$ cat src/inc/afm_pkg.sv
package afm_pkg;

    typedef logic [7:0] byte_t;

    ////////////////////////////////////////////////////////////////////////////
    // command codes
    localparam byte_t ALERT_MASK_ADDR = 8'hF9;
    localparam byte_t FAULT_MASK_ADDR = 8'hFA;
    localparam byte_t GEN_STATUS_ADDR = 8'hFB;
    localparam byte_t PHASE_STATUS_ADDR = 8'hFC;

    ////////////////////////////////////////////////////////////////////////////
    // reset values and implemented-bit masks
    localparam byte_t MASK_RESET = 8'h00;
    localparam byte_t STATUS_RESET = 8'h00;
    localparam byte_t READ_ZERO = 8'h00;
    localparam byte_t MASK_VALID = 8'hCD;
    localparam byte_t GEN_VALID = 8'hF0;
    localparam byte_t PHASE_VALID = 8'h3C;
    localparam logic SAVE_IDLE = 1'b1;

    ////////////////////////////////////////////////////////////////////////////
    // mask and source bit positions
    localparam int BIT_VOLTAGE = 7;
    localparam int BIT_CURRENT = 6;
    localparam int BIT_COMM = 3;
    localparam int BIT_MONITOR = 2;
    localparam int BIT_POWER = 0;

    // general status bit positions
    localparam int GEN_FAULT = 7;
    localparam int GEN_ALERT = 6;
    localparam int GEN_PGOOD = 5;
    localparam int GEN_READY = 4;

    // phase status bit positions
    localparam int PH_4 = 5;
    localparam int PH_3 = 4;
    localparam int PH_2 = 3;
    localparam int PH_SAVE = 2;

    // phase enable input indices
    localparam int EN_PH2 = 0;
    localparam int EN_PH3 = 1;
    localparam int EN_PH4 = 2;

    // one-hot register select positions
    localparam int SEL_ALERT = 0;
    localparam int SEL_FAULT = 1;
    localparam int SEL_GEN = 2;
    localparam int SEL_PHASE = 3;
    localparam int SEL_W = 4;

endpackage

$ cat src/inc/afm_mask_if.sv
`timescale 1ns/1ps

interface afm_mask_if;
    import afm_pkg::*;

    byte_t sources;
    byte_t alert_mask;
    byte_t fault_mask;
    logic alert_raw;
    logic fault_raw;

    modport gate (
        input sources,
        input alert_mask,
        input fault_mask,
        output alert_raw,
        output fault_raw
    );

    modport owner (
        output sources,
        output alert_mask,
        output fault_mask,
        input alert_raw,
        input fault_raw
    );
endinterface

$ cat src/core/afm_mask_gate.sv
`timescale 1ns/1ps

module afm_mask_gate (
    afm_mask_if.gate mif // sources and masks in, raw summaries out
);
    import afm_pkg::*;

    byte_t alert_eff;
    byte_t fault_eff;
    byte_t alert_pass;
    byte_t fault_pass;

    ////////////////////////////////////////////////////////////////////////////
    // effective masks
    always_comb begin
        alert_eff = mif.alert_mask;
        // monitor input blocked from alert by either mask
        alert_eff[BIT_MONITOR] = mif.alert_mask[BIT_MONITOR] | mif.fault_mask[BIT_MONITOR];
        fault_eff = mif.fault_mask;
    end

    ////////////////////////////////////////////////////////////////////////////
    // per-source gating
    genvar i;
    generate
        for (i = 0; i < 8; i++) begin : g_src
            // alert gating for output voltage, current, comm, monitor, power
            assign alert_pass[i] = mif.sources[i] & ~alert_eff[i] & MASK_VALID[i];
            // fault gating for the same source set
            assign fault_pass[i] = mif.sources[i] & ~fault_eff[i] & MASK_VALID[i];
        end
    endgenerate

    assign mif.alert_raw = |alert_pass;
    assign mif.fault_raw = |fault_pass;
endmodule

$ cat src/core/afm_regs.sv
// Function
// - Alert mask bits 7 and 6 block alerts from output voltage and current status.
// - Alert mask bit 3 blocks alerts from comm/memory/logic status.
// - Bit 2 of either mask blocks alerts from monitor input limit crossings.
// - Alert mask bit 0 blocks alerts from output power over its limit.
// - Fault mask is a read/write byte resetting to zero, all sources unmasked.
// - Fault mask bit 7 blocks faults from output voltage status.
// - Fault mask bit 6 blocks faults from output current status.
// - Fault mask bit 3 blocks faults from comm/memory/logic status.
// - Fault mask bit 0 blocks faults from output power over its limit.
// - General status bit 5 power-ok is legacy; hosts use status word bit 3.
// - Phase status bits 5, 4, 3 show phases 4, 3, 2 enabled.
// - Phase status bit 2 is one while power-save indicator is asserted.
`timescale 1ns/1ps

module afm_regs (
    input wire logic clk_in, // 200 MHz logic clock
    input wire logic rst_n_in, // async reset, active low
    input wire afm_pkg::byte_t reg_addr_in, // command code
    input wire logic reg_wr_in, // write strobe
    input wire afm_pkg::byte_t reg_wdata_in, // write data
    input wire logic reg_rd_in, // read strobe
    output logic [7:0] reg_rdata_out, // read data, registered
    output logic reg_rvalid_out, // read data valid pulse
    input wire logic voltage_status_any_in, // any output voltage status bit
    input wire logic current_status_any_in, // any output current status bit
    input wire logic comm_status_any_in, // any comm/memory/logic status bit
    input wire logic monitor_limit_in, // monitor input past high or low limit
    input wire logic power_limit_in, // output power past its limit
    input wire logic ready_in, // device ready
    input wire logic power_good_in, // legacy power good level
    input wire logic [2:0] phase_en_in, // phases 2, 3, 4 enabled
    input wire logic power_save_indicator_n_in, // power-save pin, active low
    output logic alert_out, // alert summary
    output logic fault_out // fault summary
);
    import afm_pkg::*;

    typedef struct packed {
        byte_t alert_mask;
        byte_t fault_mask;
        logic save_meta;
        logic save_sync;
        byte_t gen_status;
        byte_t phase_status;
        byte_t rdata;
        logic rvalid;
    } state_s;

    localparam state_s STATE_RESET = '{
        alert_mask: MASK_RESET,
        fault_mask: MASK_RESET,
        save_meta: SAVE_IDLE,
        save_sync: SAVE_IDLE,
        gen_status: STATUS_RESET,
        phase_status: STATUS_RESET,
        rdata: READ_ZERO,
        rvalid: 1'b0
    };

    state_s st_ff;
    state_s nxt_st;
    logic [SEL_W-1:0] sel;

    afm_mask_if mif ();

    afm_mask_gate u_gate (
        .mif(mif.gate)
    );

    ////////////////////////////////////////////////////////////////////////////
    // decode

    function automatic logic [SEL_W-1:0] reg_sel(input byte_t addr);
        logic [SEL_W-1:0] s;
        s = '0;
        s[SEL_ALERT] = (addr == ALERT_MASK_ADDR);
        s[SEL_FAULT] = (addr == FAULT_MASK_ADDR);
        s[SEL_GEN] = (addr == GEN_STATUS_ADDR);
        s[SEL_PHASE] = (addr == PHASE_STATUS_ADDR);
        return s;
    endfunction

    function automatic byte_t read_mux(input logic [SEL_W-1:0] s, input state_s cur);
        byte_t d;
        d = READ_ZERO;
        if (s[SEL_ALERT]) begin
            d = cur.alert_mask & MASK_VALID;
        end else if (s[SEL_FAULT]) begin
            d = cur.fault_mask & MASK_VALID;
        end else if (s[SEL_GEN]) begin
            d = cur.gen_status & GEN_VALID;
        end else if (s[SEL_PHASE]) begin
            d = cur.phase_status & PHASE_VALID;
        end
        return d;
    endfunction

    assign sel = reg_sel(reg_addr_in);

    ////////////////////////////////////////////////////////////////////////////
    // mask gate hookup

    always_comb begin
        mif.sources = STATUS_RESET;
        mif.sources[BIT_VOLTAGE] = voltage_status_any_in;
        mif.sources[BIT_CURRENT] = current_status_any_in;
        mif.sources[BIT_COMM] = comm_status_any_in;
        mif.sources[BIT_MONITOR] = monitor_limit_in;
        mif.sources[BIT_POWER] = power_limit_in;
    end

    assign mif.alert_mask = st_ff.alert_mask;
    assign mif.fault_mask = st_ff.fault_mask;

    ////////////////////////////////////////////////////////////////////////////
    // next state

    always_comb begin
        nxt_st = st_ff;
        nxt_st.save_meta = power_save_indicator_n_in;
        nxt_st.save_sync = st_ff.save_meta;
        if (reg_wr_in && sel[SEL_ALERT]) begin
            nxt_st.alert_mask = reg_wdata_in & MASK_VALID;
        end
        if (reg_wr_in && sel[SEL_FAULT]) begin
            nxt_st.fault_mask = reg_wdata_in & MASK_VALID;
        end
        // status bytes follow live state only, bus writes never reach them
        nxt_st.gen_status = STATUS_RESET;
        nxt_st.gen_status[GEN_FAULT] = mif.fault_raw;
        nxt_st.gen_status[GEN_ALERT] = mif.alert_raw;
        nxt_st.gen_status[GEN_PGOOD] = power_good_in;
        nxt_st.gen_status[GEN_READY] = ready_in;
        nxt_st.phase_status = STATUS_RESET;
        nxt_st.phase_status[PH_4] = phase_en_in[EN_PH4];
        nxt_st.phase_status[PH_3] = phase_en_in[EN_PH3];
        nxt_st.phase_status[PH_2] = phase_en_in[EN_PH2];
        nxt_st.phase_status[PH_SAVE] = ~st_ff.save_sync;
        nxt_st.rvalid = reg_rd_in;
        if (reg_rd_in) begin
            nxt_st.rdata = read_mux(sel, st_ff);
        end
    end

    always_ff @(posedge clk_in or negedge rst_n_in) begin
        if (!rst_n_in) begin
            st_ff <= STATE_RESET;
        end else begin
            st_ff <= nxt_st;
        end
    end

    assign reg_rdata_out = st_ff.rdata;
    assign reg_rvalid_out = st_ff.rvalid;
    assign alert_out = st_ff.gen_status[GEN_ALERT];
    assign fault_out = st_ff.gen_status[GEN_FAULT];

    logic only_volt;
    logic only_curr;
    logic only_comm;
    logic only_mon;
    logic only_pwr;
    assign only_volt = voltage_status_any_in && !current_status_any_in && !comm_status_any_in
        && !monitor_limit_in && !power_limit_in;
    assign only_curr = !voltage_status_any_in && current_status_any_in && !comm_status_any_in
        && !monitor_limit_in && !power_limit_in;
    assign only_comm = !voltage_status_any_in && !current_status_any_in && comm_status_any_in
        && !monitor_limit_in && !power_limit_in;
    assign only_mon = !voltage_status_any_in && !current_status_any_in && !comm_status_any_in
        && monitor_limit_in && !power_limit_in;
    assign only_pwr = !voltage_status_any_in && !current_status_any_in && !comm_status_any_in
        && !monitor_limit_in && power_limit_in;
endmodule

$ cat config.mk
export PLATFORM = sky130hd
export DESIGN_NAME = afm_regs
export DESIGN_NICKNAME = d
export VERILOG_FILES = /design/src/inc/afm_pkg.sv /design/src/inc/afm_mask_if.sv /design/src/core/afm_mask_gate.sv /design/src/core/afm_regs.sv
export SDC_FILE = /design/constraint.sdc
export NUM_CORES = 1
export LEC_CHECK = 0
export ABC_CLOCK_PERIOD_IN_PS = 1900
export BUFFER_PORTS_ARGS = -buffer_cell sky130_fd_sc_hd__buf_2
export CORE_MARGIN = 1
export CORE_UTILIZATION = 40
export CTS_CLUSTER_SIZE = 10
export DETAILED_ROUTE_END_ITERATION = 8
export PLACE_DENSITY = 0.66
export REMOVE_ABC_BUFFERS = 1
export SYNTH_ARGS = -nofsm -noshare
export SYNTH_HDL_FRONTEND = slang
export SYNTH_HIERARCHICAL = 1
export SYNTH_SLANG_ARGS = --single-unit
$ cat constraint.sdc
create_clock -name clk_in -period 1.9 [get_ports clk_in]
set_clock_uncertainty 0.1 [all_clocks]
set_input_delay 0.38 -clock clk_in [delete_from_list [all_inputs] [get_ports clk_in]]
set_output_delay 0.38 -clock clk_in [all_outputs]
set_load 0.02 [all_outputs]
==> results of run 1 <==
-- routing by layer --
layer	up-vias	GRT usage	wire [µm]
li1	435	-	-
met1	434	0.210	1150
met2	23	0.282	1230
met3	5	0.0220	77
met4	0	0.0816	51
met5	-	0	0
-- layout make-up --
class                           count  area [µm²]  area share
Clock buffer                        4        36.3      0.0243
Inverter                            8        30.0      0.0202
Multi-Input combinational cell     57         460       0.309
Sequential cell                    28         703       0.472
Tap cell                           44        55.1      0.0369
Timing Repair Buffer               39         205       0.138
-- per-stage QoR --
stage	utilization	setup WS, ps	cell area, µm²
2_1_floorplan	-	480	1190
3_3_place_gp	0.474	265	1430
3_5_place_dp	0.474	211	1430
4_1_cts	0.489	501	1480
5_1_grt	0.492	449	1490
6_report	0.492	518	1490
-- flip-flops by register name, summed over array words and instances (netlist names) --
| name | count |
|---|---|
| reg_rvalid_out | 1 |
| mif.fault_mask | 5 |
| alert_out | 1 |
| nxt_st | 1 |
| fault_out | 1 |
| reg_rdata_out | 7 |
| st_ff | 7 |
| mif.alert_mask | 5 |
-- synth_stat cells, drive strengths merged, types with 2 or more instances --
master,count,area (µm²)
o221ai,3,26.3
a211oi,2,15.0
nor4bb,2,20.0
inv,6,22.5
nor2,3,11.3
nor3b,2,20.0
a21oi,2,10.0
a21o,2,15.0
clkinv,2,7.51
o22ai,2,12.5
and2b,3,22.5
nand3,2,10.0
o2bb2ai,2,17.5
o32ai,2,17.5
buf,11,80.1
a221oi,2,17.5
mux2,10,113
dfstp,2,52.6
nand4,2,25.0
nand2,5,18.8
dfrtp,26,651
-- path summary, 6_finish.rpt --
kind	start	to	slack, ps	cells after the start
min in group asynchronous	rst_n_in	reg_rdata_out[7]	480	2
min reg2reg	nxt_st[25]	st_ff[25]	270	0
min	ready_in	st_ff[21]	40	1
max in group asynchronous	rst_n_in	mif.alert_mask[6]	820	2
max	reg_rdata_out[2]	reg_rdata_out[2]	520	1
max reg2reg	mif.fault_mask[3]	reg_rdata_out[3]	630	3
-- repair_timing --
item                      in CTS  in global routing
resized for setup              0                  0
hold buffers                   1                  1
hold endpoints to repair      26                  1
-- logic make-up (layout without fill, tap and decap cells) --
family | count (synthesis) | in the layout | synth area share
xor+xnor | 1 | 1 | 0.00688
simple gates | 24 | 24 | 0.133
other cells | 1 | 1 | 0.00294
mux | 10 | 10 | 0.0884
buf+inv | 19 | 51 | 0.0864
flops | 28 | 28 | 0.552
compound gates | 21 | 21 | 0.131
-- where the power goes --
part | internal, W | switching (W) | total [W] | leakage [nW]
Clock | 0.000117 | 0.000167 | 0.000285 | 0.0210
Sequential | 0.000619 | 0.0000126 | 0.000632 | 0.356
Combinational | 0.0000504 | 0.0000593 | 0.000110 | 0.375
Total | 0.000787 | 0.000239 | 0.00103 | 0.752
==> results.yml, run 1 <==
run_status:
  status: "finished, violations left"
  violations: "design-rule violations"
yosys:
  async_flop_share: 1.00
  synth_edf_count: 0
  synth-seq-cells: 28
  yosysUniqueCellTypes: 35
  netlist_area_um2: 1270
  ys_seq_area_frac: 0.552
  yosysWarnings: 6
  synthCells: 104
  synth_ff_type: "dfrtp_1"
  syn_avg_cell_area_um2: 12.2
pwr:
  peakVddDrop_v: 0.000316
  p_leak_nw: 0.752
  powerDensity_nw_per_um2: 688
  finalPower_w: 0.00103
sta:
  final.setup.tns_ps: 0
  tightest_slew_ps: 617
  slew_violations: 0
  fin_crit_sh: 0.727
  hold_viol: 0
  finalSetupViolCount: 0
  worst_hold_slack_ps: 43.8
  rsz0062_at_grt: "false"
  fmax_ghz: 0.724
  min_period_ps: 1380
  max_slew_margin: 0.589
floorplanning:
  rows: 20
  dieArea_um2: 3410
  start_util: 0.421
  core_area_um2: 3030
  ioPinCount: 42
  fp.dieH_um: 58.4
  die_w_um: 58.4
clock_network:
  cts_tree: "built"
  cts_buffer_depth: 2
  clock_latency_ps: 330
  cts_setup_buffers: 0
  cts-buffers-inserted: 3
  cts-htree-levels: 1
  cts-root-buf: "clkbuf_4"
  cts.sinks: 28
  clkTransAtPathRegs_ps: 140
placement:
  place_congestion: 0.852
  dp_hpwl_um: 1870
  dpl.cell_count: 174
  io_buffer_count: 37
routing:
  wl_per_cell_um: 13.9
  drc_errors: 2
  initialDrtViolationCount: 35
  wirelength_um: 2510
  dr.pass1.iters: 6
  ant_nets: 0
  vias: 897
  drt-vias-per-instance: 4.98
layout:
  diodes: 0
  layout.cells.non_filler: 180
  syn_to_final_growth_pct: 17.0
  mostFrequentLayoutCells: "buf_2, dfrtp_1, inv_1, mux2_1, nand2_1"
  fillers: 262
  num-nets-final: 168
  final_common_cell: "buf_2"
  drive_above_1_share: 0.375
worst_setup_path:
  endpoint_kind: "output pin"
  crit_type: "reg2out"
  critPathSlowestCell: "dfrtp_1"
  crit_family: "flip-flops"
  path_buf_inv: 1
  cp_cell_sequence: "buf_2"
  startpoint_type: "register"
  arrival_ps: 900
  critical_path.max_stage_delay_ps: 410
  crit_fanout: 2
  required_ps: 1420
global_route:
  grt_max_degree: 29
  grt_pass1_wl_um: 4200
  grt_overflow: 0
  grt_antenna_before_repair: 0
  grt_usage: 0.166
  grt_pass1_vias: 901
worst_hold_path:
  hold_class: "in2reg"
flow_run:
  drv_cap: 0
Power figures use the tool's default switching activity.
==> inputs of run 2 (changes only) <==
Settings changed: ABC_CLOCK_PERIOD_IN_PS 1900 to 1160, PLACE_DENSITY 0.66 to 0.68.
Clock period 1.9 ns to 1.16 ns, I/O delays scaled along.
==> run 2 against run 1 <==
- the flow finishes with violations (negative setup slack)
- final cell count rose by 15%
- total power increased by 86%
- design area is 23% higher
- sequential share of layout area fell by 8.8 points
- via count is 12% higher
- clock power is 120% higher
- critical endpoint is now reg_rdata_out[4]
- highest routed layer unchanged
==> results.yml, run 2 (synthesis gave the netlist of run 1 again) <==
run_status:
  status: "finished, violations left"
  violations: "negative setup slack"
floorplanning:
  die_w_um: 58.4
  rows: 20
  ioPinCount: 42
  start_util: 0.421
  fp.dieH_um: 58.4
  core_area_um2: 3030
  dieArea_um2: 3410
routing:
  ant_nets: 0
  drt-vias-per-instance: 4.86
  dr.pass1.iters: 4
  wl_per_cell_um: 13.2
  initialDrtViolationCount: 15
  wirelength_um: 2730
  vias: 1007
  drc_errors: 0
layout:
  ff_latch_area_um2: 703
  final_util: 0.605
  multi_input_area_um2: 494
  fillers: 231
  drive_above_1_share: 0.466
  mostFrequentLayoutCells: "buf_2, dfrtp_1, buf_4"
  final_common_cell: "buf_2"
  final_area_um2: 1830
  num-nets-final: 195
  syn_to_final_growth_pct: 43.9
  diodes: 0
worst_setup_path:
  required_ps: 830
  cp_cell_sequence: "buf_6"
  endpoint_kind: "output pin"
  startpoint_type: "register"
  crit_type: "reg2out"
  path_buf_inv: 1
  crit_family: "flip-flops"
  arrival_ps: 890
  critical_path.max_stage_delay_ps: 420
  crit_fanout: 2
  critPathSlowestCell: "dfrtp_1"
clock_network:
  clock_latency_ps: 330
  clkTransAtPathRegs_ps: 150
  cts.sinks: 28
  cts_buffer_depth: 2
  cts-buffers-inserted: 3
  cts_tree: "built"
  cts-htree-levels: 1
  cts-root-buf: "clkbuf_4"
placement:
  dp_hpwl_um: 2010
  dpl_cell_area_um2: 1550
  io_buffer_count: 37
  place_congestion: 0.826
  dp_slack_ps: -304
global_route:
  grt_pass1_vias: 997
  grt_antenna_before_repair: 0
  grt_overflow: 0
  grt_max_degree: 17
  grtUsageMet3: 0.0242
  grt_use_met2: 0.314
  grt_use_met1: 0.222
  grt_pass1_wl_um: 4460
  grt_usage: 0.181
  grt_busiest_layer: "met2"
sta:
  fmax_ghz: 0.821
  hold_viol: 0
  slew_violations: 0
  fin_crit_sh: 1.05
  min_period_ps: 1220
  worst_hold_slack_ps: 22.3
  finalSetupViolCount: 10
  rsz0062_at_grt: "true"
  fin_ws_ps: -58.6
pwr:
  p_seq_frac: 0.541
  clock_power_share: 0.327
  power.switching_w: 0.000408
  powerDensity_nw_per_um2: 1040
  finalPower_w: 0.00191
  p_int_w: 0.00150
  peakVddDrop_v: 0.000631
  swShare: 0.214
  p_leak_nw: 0.917
  combPwrFrac: 0.132
worst_hold_path:
  hold_class: "in2reg"
flow_run:
  drv_cap: 0
[run 2: cell count changes in the layout (fill, tap and decap cells not counted), sizes merged]
| cell | delta |
|---|---|
| bufinv | +1 |
| clkbuf | -1 |
| buf | +21 |
| dlygate4sd3 | +6 |
[run 2: routing by layer]
metal  routed length (µm)  part of all wire  vias up
met4                   41             0.015        0
met1                 1190              0.44      485
met5                    0                 0        -
met3                  103             0.038        4
li1                     -                 -      488
met2                 1390              0.51       30
[run 2: worst paths after layout]
path	startpoint	endpoint	slack (ps)	depth (start not counted)
min in group asynchronous	rst_n_in	reg_rdata_out[4]	210	2
worst min-delay path	reg_wdata_in[2]	mif.alert_mask[2]	20	2
max in group asynchronous	rst_n_in	nxt_st[25]	290	3
worst max-delay path	reg_rdata_out[4]	reg_rdata_out[4]	-60	1
worst max register to register	mif.fault_mask[2]	alert_out	70	3
worst min register to register	nxt_st[25]	st_ff[25]	270	0
[run 2: area by class of cell]
class / instances / area share
inverter: 8 / 0.0164
tap: 44 / 0.0300
clock inverter: 1 / 0.0164
clock buffer: 3 / 0.0123
multi-input combinational: 57 / 0.270
timing repair buffer: 66 / 0.272
sequential: 28 / 0.384
[run 2: what timing repair did]
item | 4_1_cts | 5_1_grt
setup buffers | 7 | 0
pin swaps | 4 | 2
resized for setup | 23 | 2
setup endpoints to repair | 12 | 12
hold buffers | 8 | 0
hold endpoints to repair | 33 | 0
[run 2: metrics by stage]
stage | instances | TNS (ps)
floorplan | 93 | -929
global placement | 188 | -3200
detailed placement | 188 | -3610
CTS | 207 | -587
global route | 207 | -953
finish | 207 | -431
[run 2: power by group through the flow]
stage          registers (W)  clock network, W  logic (W)
6_report             0.00103          0.000624   0.000252
5_1_grt              0.00104          0.000690   0.000278
4_1_cts              0.00103          0.000648   0.000250
3_5_place_dp         0.00105                 0   0.000215
3_3_place_gp         0.00105                 0   0.000209
2_1_floorplan        0.00105                 0  0.0000726
==> inputs of run 3 (changes only) <==
Settings changed: PLACE_DENSITY 0.68 to 0.69.
==> run 3 against run 2 <==
- the run still ends with negative setup slack left
- count of clock-buffer cells in the layout increased by 1
- total power decreased by 11%
- non-clock buffer count unchanged
- largest power group unchanged
- utilization decreased by 0.54 points
==> results.yml, run 3 (synthesis gave the netlist of run 1 again) <==
pwr:
  p_leak_nw: 0.912
  clock_power_share: 0.237
  powerDensity_nw_per_um2: 935
  p_seq_frac: 0.610
  peakVddDrop_v: 0.000586
  combPwrFrac: 0.152
  p_int_w: 0.00129
  swShare: 0.240
  finalPower_w: 0.00170
  power.switching_w: 0.000408
worst_setup_path:
  arrival_ps: 870
  cp_cell_sequence: "buf_6"
  path_buf_inv: 1
  rr_startpoint: "mif.alert_mask[0]"
  r2r_cells: 2
  critPathSlowestCell: "dfrtp_1"
  required_ps: 830
  r2r_setup_slack_ps: 10
  critical_path.max_stage_delay_ps: 420
  startpoint_type: "register"
  crit_fanout: 2
  rr_endpoint: "alert_out"
  crit_family: "flip-flops"
  endpoint_kind: "output pin"
  crit_type: "reg2out"
floorplanning:
  fp.dieH_um: 58.4
  dieArea_um2: 3410
  core_area_um2: 3030
  start_util: 0.421
  ioPinCount: 42
  die_w_um: 58.4
  rows: 20
global_route:
  grt_pass1_wl_um: 4550
  grt_pass1_vias: 1000
  grt_max_degree: 29
  grt_antenna_before_repair: 0
  grt_overflow: 0
  grt_usage: 0.180
routing:
  drc_errors: 0
  met1_length_um: 1270
  top_layer: "met4"
  met3WireLength_um: 136
  wirelength_um: 2860
  dr.pass1.iters: 4
  vias: 1010
  initialDrtViolationCount: 11
  drt-vias-per-instance: 4.88
  met2_length_um: 1410
  ant_nets: 0
  wl_per_cell_um: 13.8
layout:
  syn_to_final_growth_pct: 42.6
  mostFrequentLayoutCells: "buf_2, dfrtp_1, buf_4"
  num-nets-final: 195
  drive_above_1_share: 0.460
  final_common_cell: "buf_2"
  fillers: 248
  diodes: 0
clock_network:
  cts-buffers-inserted: 3
  cts_tree: "built"
  clkTransAtPathRegs_ps: 140
  cts_buffer_depth: 2
  cts-htree-levels: 1
  cts-root-buf: "clkbuf_4"
  cts.sinks: 28
  clock_latency_ps: 320
placement:
  dp_slack_ps: -273
  dp_hpwl_um: 2040
  io_buffer_count: 37
  place_congestion: 0.812
sta:
  hold_viol: 0
  fin_ws_ps: -44.7
  slew_violations: 0
  rsz0062_at_grt: "true"
  final.setup.tns_ps: -346
  worst_hold_slack_ps: 29.1
  finalSetupViolCount: 10
  fmax_ghz: 0.830
  fin_crit_sh: 1.04
  min_period_ps: 1200
worst_hold_path:
  hold_class: "in2reg"
  hold_depth: 2
  min_to: "mif.alert_mask[0]"
  hold_start: "reg_wdata_in[0]"
run_status:
  violations: "negative setup slack"
  status: "finished, violations left"
flow_run:
  drv_cap: 0
[run 3: power by group through the flow]
stage                     sequential, W  clock [W]  combinational, W
after floorplan                 0.00105          0         0.0000726
after global placement          0.00105          0          0.000206
after detailed placement        0.00105          0          0.000213
after CTS                       0.00103   0.000419          0.000246
after global routing            0.00104   0.000452          0.000283
final                           0.00104   0.000403          0.000259
[run 3: routing by layer]
metal  track usage  up-vias
met1         0.231      474
li1              -      489
met2         0.310       41
met4        0.0714        0
met5             0        -
met3        0.0220        6
[run 3: worst max-delay path by stage]
stage                     startpoint                end  slack (ps)  cells past startpoint
global route        reg_rdata_out[7]   reg_rdata_out[7]         -90                      1
CTS                        fault_out          fault_out         -70                      1
detailed placement    reg_addr_in[6]  mif.alert_mask[3]        -270                      4
global placement      reg_addr_in[6]  mif.fault_mask[0]        -230                      4
floorplan             reg_addr_in[6]  mif.alert_mask[0]        -110                      3
finish                     fault_out          fault_out         -40                      1
[run 3: area by class of cell]
| class | instances | area, µm² | area share |
|---|---|---|---|
| flip-flops and latches | 28 | 703 | 0.387 |
| multi-input cells | 57 | 504 | 0.278 |
| repair buffers | 66 | 498 | 0.274 |
| well taps | 44 | 55.1 | 0.0303 |
| inverters | 8 | 30.0 | 0.0165 |
| clock buffers | 4 | 26.3 | 0.0145 |
[run 3: per-stage QoR]
| step | std cells | utilization | cell area, µm² |
|---|---|---|---|
| 2_1_floorplan | 93 | - | 1190 |
| 3_3_place_gp | 186 | 0.507 | 1540 |
| 3_5_place_dp | 186 | 0.507 | 1540 |
| 4_1_cts | 204 | 0.582 | 1760 |
| 5_1_grt | 207 | 0.600 | 1820 |
| 6_report | 207 | 0.600 | 1820 |
[run 3: what timing repair did]
action	in CTS	in global routing
endpoints found under the setup margin	12	13
buffers inserted	6	3
pin swaps	3	2
hold buffers	8	0
hold endpoints to repair	35	0
resized for setup	22	4
